==> src/rtl/ocd_pkg.sv <==
// Package for the internal oscillator and divider block
package ocd_pkg;
   // Divider width: last tap is bit 19 (1-based), index 18
   localparam int OCD_DIV_W = 19;
   // Tap bit positions, 1-based numbering turned to index
   localparam int OCD_TAP0_POS = 3;
   localparam int OCD_TAP1_POS = 8;
   localparam int OCD_TAP2_POS = 13;
   localparam int OCD_TAP3_POS = 18;
   localparam int OCD_NUM_TAPS = 4;
   localparam logic [OCD_DIV_W-1:0] OCD_DIV_RST = 19'h00000;
   // Power-on time-out and memory clear lengths in oscillator cycles
   localparam int OCD_POR_NS = 40000;
   localparam int OCD_CLK_NS = 10;
   localparam int OCD_POR_CYC = (OCD_POR_NS + OCD_CLK_NS - 1) / OCD_CLK_NS;
   localparam int OCD_CLR_CYC = 64;
   localparam logic [15:0] OCD_CNT_RST = 16'h0000;
   localparam logic [1:0] OCD_SEL_RST = 2'h0;

   typedef enum logic [1:0] {
      OCD_ST_POR = 2'b00,
      OCD_ST_CLR = 2'b01,
      OCD_ST_CFG = 2'b11,
      OCD_ST_USR = 2'b10
   } ocd_state_t;

   // Pair of selected user taps
   typedef struct packed {
      logic tap_a;
      logic tap_b;
   } ocd_taps_t;
endpackage

==> src/rtl/ocd_tap_sync.sv <==
// Resynchroniser for one divider tap
`timescale 1ns/1ns
module ocd_tap_sync (
   input wire logic clk_i,
   input wire logic rst_n_i,
   input wire logic en_i,
   input wire logic tap_i,
   output logic tap_o
);
   logic tap_d;
   logic tap_q;

   always_comb begin
      tap_d = en_i ? tap_i : 1'b0;
   end

   always_ff @(posedge clk_i or negedge rst_n_i) begin
      if (!rst_n_i) begin
         tap_q <= 1'b0;
      end else begin
         tap_q <= tap_d;
      end
   end

   assign tap_o = tap_q;
endmodule // ocd_tap_sync

==> src/rtl/ocd_osc_div.sv <==
// Internal oscillator gate, divider, taps and start-up sequencing
`timescale 1ns/1ns
// What this block does
// - Oscillator times power-on, memory clearing, and drives configuration clock in master modes
// - Divider gives taps at bits four, nine, fourteen, nineteen, each resynchronised
// - User logic picks any two of four taps alongside primary output
// - Oscillator divided by two offered to user logic after configuration completes
// - Oscillator stops after configuration unless the library element is used
module ocd_osc_div
   import ocd_pkg::*;
#(
   parameter int POR_CYC = OCD_POR_CYC
) (
   input wire logic CLK_I,
   input wire logic RST_N_I,
   input wire logic CFG_DONE_I,
   input wire logic MASTER_MODE_I,
   input wire logic ELEM_USED_I,
   input wire logic [1:0] SEL_A_I,
   input wire logic [1:0] SEL_B_I,
   output logic POR_DONE_O,
   output logic CLR_ACTIVE_O,
   output logic CFG_CLK_O,
   output logic OSC_RUN_O,
   output logic OSC_USER_O,
   output ocd_taps_t TAPS_O
);
   ////////////////////////////////////////////////////////////////
   // Done pin input: three stages, change accepted when stages 2 and 3 agree
   logic [2:0] done_s_q;
   logic [2:0] done_s_d;
   logic done_f_q;
   logic done_f_d;

   always_comb begin
      done_s_d = {done_s_q[1:0], CFG_DONE_I};
      done_f_d = (done_s_q[2] == done_s_q[1]) ? done_s_q[2] : done_f_q;
   end

   always_ff @(posedge CLK_I or negedge RST_N_I) begin
      if (!RST_N_I) begin
         done_s_q <= 3'h0;
         done_f_q <= 1'b0;
      end else begin
         done_s_q <= done_s_d;
         done_f_q <= done_f_d;
      end
   end

   ////////////////////////////////////////////////////////////////
   // Start-up sequence
   ocd_state_t st_q;
   ocd_state_t st_d;
   logic [15:0] cnt_q;
   logic [15:0] cnt_d;
   logic run_q;
   logic run_d;

   always_comb begin
      st_d = st_q;
      cnt_d = cnt_q + 16'h0001;
      run_d = run_q;
      case (st_q)
         OCD_ST_POR: begin
            if (cnt_q == 16'(POR_CYC - 1)) begin
               st_d = OCD_ST_CLR;
               cnt_d = OCD_CNT_RST;
            end
         end
         OCD_ST_CLR: begin
            if (cnt_q == 16'(OCD_CLR_CYC - 1)) begin
               st_d = OCD_ST_CFG;
               cnt_d = OCD_CNT_RST;
            end
         end
         OCD_ST_CFG: begin
            cnt_d = OCD_CNT_RST;
            if (done_f_q) begin
               st_d = OCD_ST_USR;
               // Element sampled once at the end of configuration
               run_d = ELEM_USED_I;
            end
         end
         OCD_ST_USR: begin
            cnt_d = OCD_CNT_RST;
         end
         default: begin
            st_d = OCD_ST_POR;
            cnt_d = OCD_CNT_RST;
         end
      endcase
   end

   always_ff @(posedge CLK_I or negedge RST_N_I) begin
      if (!RST_N_I) begin
         st_q <= OCD_ST_POR;
         cnt_q <= OCD_CNT_RST;
         run_q <= 1'b1;
      end else begin
         st_q <= st_d;
         cnt_q <= cnt_d;
         run_q <= run_d;
      end
   end

   ////////////////////////////////////////////////////////////////
   // Binary divider; frozen when the oscillator is stopped
   logic [OCD_DIV_W-1:0] div_q;
   logic [OCD_DIV_W-1:0] div_d;
   logic [OCD_NUM_TAPS-1:0] tap_raw;
   logic [OCD_NUM_TAPS-1:0] tap_sync;
   logic user_q;
   logic user_d;

   always_comb begin
      div_d = run_q ? div_q + 19'h00001 : div_q;
      user_d = (st_q == OCD_ST_USR) && run_q;
   end

   always_ff @(posedge CLK_I or negedge RST_N_I) begin
      if (!RST_N_I) begin
         div_q <= OCD_DIV_RST;
         user_q <= 1'b0;
      end else begin
         div_q <= div_d;
         user_q <= user_d;
      end
   end

   assign tap_raw = {div_q[OCD_TAP3_POS], div_q[OCD_TAP2_POS], div_q[OCD_TAP1_POS], div_q[OCD_TAP0_POS]};

   genvar gi;
   generate
      for (gi = 0; gi < OCD_NUM_TAPS; gi++) begin : g_tap
         ocd_tap_sync u_sync (
            .clk_i(CLK_I),
            .rst_n_i(RST_N_I),
            .en_i(run_q),
            .tap_i(tap_raw[gi]),
            .tap_o(tap_sync[gi])
         );
      end
   endgenerate

   ////////////////////////////////////////////////////////////////
   // Outputs, all registered
   logic por_done_q;
   logic clr_q;
   logic cfg_clk_q;
   logic osc_user_q;
   ocd_taps_t taps_q;
   ocd_taps_t taps_d;
   logic por_done_d;
   logic clr_d;
   logic cfg_clk_d;
   logic osc_user_d;

   always_comb begin
      por_done_d = (st_q != OCD_ST_POR);
      clr_d = (st_q == OCD_ST_CLR);
      cfg_clk_d = MASTER_MODE_I && (st_q == OCD_ST_CFG) && !cfg_clk_q;
      // Divided by two: a registered output cannot toggle faster
      osc_user_d = user_q && !osc_user_q;
      taps_d.tap_a = user_q && tap_sync[SEL_A_I];
      taps_d.tap_b = user_q && tap_sync[SEL_B_I];
   end

   always_ff @(posedge CLK_I or negedge RST_N_I) begin
      if (!RST_N_I) begin
         por_done_q <= 1'b0;
         clr_q <= 1'b0;
         cfg_clk_q <= 1'b0;
         osc_user_q <= 1'b0;
         taps_q <= '0;
      end else begin
         por_done_q <= por_done_d;
         clr_q <= clr_d;
         cfg_clk_q <= cfg_clk_d;
         osc_user_q <= osc_user_d;
         taps_q <= taps_d;
      end
   end

   assign POR_DONE_O = por_done_q;
   assign CLR_ACTIVE_O = clr_q;
   assign CFG_CLK_O = cfg_clk_q;
   assign OSC_RUN_O = run_q;
   assign OSC_USER_O = osc_user_q;
   assign TAPS_O = taps_q;

   ////////////////////////////////////////////////////////////////
   // Checks
   chk_por_order: assert property (@(posedge CLK_I) disable iff (!RST_N_I)
      (st_q == OCD_ST_POR) |=> !CLR_ACTIVE_O || (st_q != OCD_ST_POR))
      else $error("clear active during power-on time-out");
   chk_cfg_clk_idle: assert property (@(posedge CLK_I) disable iff (!RST_N_I)
      !MASTER_MODE_I ##1 !MASTER_MODE_I |-> !CFG_CLK_O)
      else $error("configuration clock runs outside master mode");
   chk_div_count: assert property (@(posedge CLK_I) disable iff (!RST_N_I)
      run_q |=> div_q == $past(div_q) + 19'h00001)
      else $error("divider did not advance");
   chk_tap_follow: assert property (@(posedge CLK_I) disable iff (!RST_N_I)
      run_q ##1 run_q |=> tap_sync[0] == $past(div_q[OCD_TAP0_POS]))
      else $error("tap not resynchronised by one edge");
   chk_tap_sel: assert property (@(posedge CLK_I) disable iff (!RST_N_I)
      user_q |=> TAPS_O.tap_a == $past(tap_sync[SEL_A_I]) && TAPS_O.tap_b == $past(tap_sync[SEL_B_I]))
      else $error("selected tap mismatch");
   chk_user_toggle: assert property (@(posedge CLK_I) disable iff (!RST_N_I)
      user_q ##1 user_q |=> OSC_USER_O != $past(OSC_USER_O))
      else $error("user oscillator output not toggling");
   chk_auto_stop: assert property (@(posedge CLK_I) disable iff (!RST_N_I)
      (st_q == OCD_ST_CFG && done_f_q && !ELEM_USED_I) |=> !OSC_RUN_O ##1 !OSC_RUN_O)
      else $error("oscillator not stopped without element");
   chk_keep_run: assert property (@(posedge CLK_I) disable iff (!RST_N_I)
      (st_q != OCD_ST_USR) |-> OSC_RUN_O)
      else $error("oscillator stopped before configuration end");
endmodule // ocd_osc_div

==> config.mk <==
export PLATFORM = sky130hd
export DESIGN_NAME = ocd_osc_div
export DESIGN_NICKNAME = d
export VERILOG_FILES = /design/src/rtl/ocd_pkg.sv /design/src/rtl/ocd_tap_sync.sv /design/src/rtl/ocd_osc_div.sv
export SDC_FILE = /design/constraint.sdc
export NUM_CORES = 1
export LEC_CHECK = 0
export BUFFER_PORTS_ARGS = -buffer_cell sky130_fd_sc_hd__buf_2
export CAP_MARGIN = 20
export CORE_MARGIN = 2
export CORE_UTILIZATION = 40
export CTS_CLUSTER_DIAMETER = 60
export CTS_CLUSTER_SIZE = 25
export DETAILED_ROUTE_END_ITERATION = 8
export MAX_ROUTING_LAYER = met4
export SYNTH_ARGS = -nofsm -noshare
export SYNTH_HDL_FRONTEND = slang
export SYNTH_SLANG_ARGS = --single-unit
==> constraint.sdc <==
create_clock -name CLK_I -period 3.74 [get_ports CLK_I]
set_clock_uncertainty 0.15 [all_clocks]
set_input_delay 0.561 -clock CLK_I [delete_from_list [all_inputs] [get_ports CLK_I]]
set_output_delay 0.561 -clock CLK_I [all_outputs]
set_load 0.1 [all_outputs]
==> impl_metrics.toml <==
[clocking]
cts_hold_buffers = 0
cts_setup_buffers = 0
cts_buffers = 5
root_buffer = "clkbuf_8"
htreeDepth = 2
max-clock-path-buffers = 2
cts.sinks = 53
cts_tree = "built"
cts.clk_slew.worst_paths_ps = 100
ctsResizeCount = 0
clk_latency_ps = 300

[sta]
finalCritPeriodShare_pct = 56.85
setup_viol = 0
slew_headroom_pct = 46.39
max_freq_ghz = 0.4703
rsz0062_at_grt = "false"
layout_min_cycle_time_ps = 2126
hold_viol = 0
drv_slew = 0
fin_setup_tns_ps = 0
holdWs_ps = 186.7
worstMarginPinSlew_ps = 804.1

[route]
wl_met3_um = 101
drc = 0
wl_um = 3707
num_vias = 1361
drt-met1-wl_um = 1980
routed.top_layer = "met4"
dr.pass1.iters = 4
wire_per_inst_um = 13.01
antenna_left = 0
drt_iter0_drc = 52
met2_length_um = 1561
vias_per_cell = 4.775

[grt]
grt_pass1_wl_um = 6548
antenna_found_initial = 0
grt_pass1_vias = 1372
grt_max_degree = 37
grtUsageTotal_pct = 13.68
gr-total-overflow = 0

[worst_setup_path]
critical-path-max-stage-delay_ps = 650
worstPathArrival_ps = 1420
worstPathRequired_ps = 3030
critPathCaptureType = "output port"
critPathSlowestCell = "dfstp_2"
path_cells = "buf_2"
crit_path_start = "OSC_RUN_O"
path_buf_inv = 1
crit_path_start_kind = "flip-flop"
cp_max_fo = 13
r2r-start = "OSC_RUN_O"
critPathKind = "reg -> out"
critical_path.top_delay_family = "flip-flops"

[finish]
fill_cells = 529
stdcell_area_sq_um = 2561
finalNetCount = 223
area_delta_synth_final_pct = 10.47
postLayoutCoreUtil_pct = 46.23
antenna_cells = 0
final_cells = 285
drive_above_1_share_pct = 21.13

[placed_design]
place.detailed.hpwl_um = 2663
numPortBuffers = 15
dpl_cell_area_sq_um = 2467
gp_congestion = 0.7901
post-place-cells = 277

[power_and_ir_drop]
vdd_drop_max_uv = 179.1
cellPowerDensity_nw_per_um2 = 421.7
p_leak_nw = 1.145

[flow_run]
maxCapViolations = 0

[yosys]
synth.avg_cell_area_sq_um = 12.14
ys_types = 34
syn-cell-area_sq_um = 2318
synth-seq-cells = 53
syn-num-nets = 202
yosys.area.top_type = "dfrtp_1"
synth_top_area_share_pct = 56.13
synth_flop_cell = "dfrtp_1"
synth_edf_count = 0
async_flop_share_pct = 100.0
synth.area.top_cells = "dfrtp_1 56%, xnor2_1 8.3%, xor2_1 3.8%"
ys_seq_area_share_pct = 57.26
synthCells = 191
synth_warnings = 0

[hold_path]
hold_path.class = "in -> async"

[floorplanning]
coreArea_sq_um = 5540
dieArea_sq_um = 6421
dieHeight_um = 80.13
die_x_um = 80.13
initial_utilization_pct = 41.85
boundaryPins = 16
fp-row-count = 27

[run_status]
status = "completed"
==> Yosys cell counts, drive strengths merged, types with 3 or more instances <==
| master | number |
|---|---|
| nand4 | 9 |
| xor2 | 10 |
| and2 | 6 |
| nor3 | 7 |
| nor2 | 20 |
| dfrtp | 52 |
| nand2 | 11 |
| nor2b | 3 |
| inv | 6 |
| xnor2 | 22 |
| nand3 | 11 |
| nor4 | 6 |
==> per-layer routing <==
metal  track usage [%]  vias to the layer above
li1                  -                      697
met1             18.87                      639
met2             19.83                       19
met3             2.697                        6
met4             5.593                        0
met5                 -                        -
==> layout make-up <==
cell class | count | area [sq um] | area share (%)
tap | 72 | 90.09 | 3.517
sequential | 53 | 1328 | 51.83
multi-input combinational | 130 | 944.7 | 36.88
clock buffer | 7 | 86.33 | 3.371
clock inverter | 1 | 7.507 | 0.2931
timing repair buffer | 16 | 82.58 | 3.224
inverter | 6 | 22.52 | 0.8793
==> kinds of logic after synthesis <==
kind of cell / after synthesis / synth area share [%]
simple gates: 86 / 21.80
compound gates: 5 / 2.429
mux: 4 / 2.914
fa+ha+maj: 3 / 1.511
buf+inv: 8 / 1.997
flops: 53 / 57.26
xor+xnor: 32 / 12.09
==> power by group <==
part / leakage (nW) / total, mW / switching, mW / internal, mW
sequential: 0.701 / 0.666 / 0.0508 / 0.615
clock: 0.0445 / 0.327 / 0.177 / 0.151
combinational: 0.400 / 0.0869 / 0.0412 / 0.0457
total: 1.15 / 1.08 / 0.269 / 0.811
==> stage by stage <==
stage,setup slack (ps),power [mW]
4_1_cts,1597,1.096
5_1_grt,1492,1.132
2_1_floorplan,1615,0.7265
6_report,1614,1.080
3_3_place_gp,1740,0.7629
3_5_place_dp,1691,0.7657
==> sequential cells by signal, summed over array words and instances, names as in the netlist, 2 cells and up <==
| signal | cells |
|---|---|
| TAPS_O | 2 |
| cnt_q | 16 |
| div_q | 19 |
| done_s_q | 3 |
| g_tap.u_sync.tap_o | 4 |
| st_q | 2 |
==> path summary, 6_finish.rpt <==
check	endpoint	slack [ps]	cells after the start
setup / recovery	OSC_RUN_O	1610	1
hold / removal	cnt_q[9]	190	1
setup reg to reg	div_q[16]	1700	4
hold reg to reg	done_s_q[1]	210	0
max in group asynchronous	cnt_q[4]	2490	2
min in group CLK_I	done_s_q[1]	210	0
==> layout by cell type, fill, tap and decap left out, types with 7 or more instances in the layout <==
cell / count
nor2_1: 10
nor2_2: 10
xor2_1: 10
nand3_1: 11
nand4_1: 9
xnor2_1: 22
nand2_1: 11
dfrtp_1: 52
nor3_1: 7
buf_2: 15
Note: power is estimated with default switching activity, not from simulation.
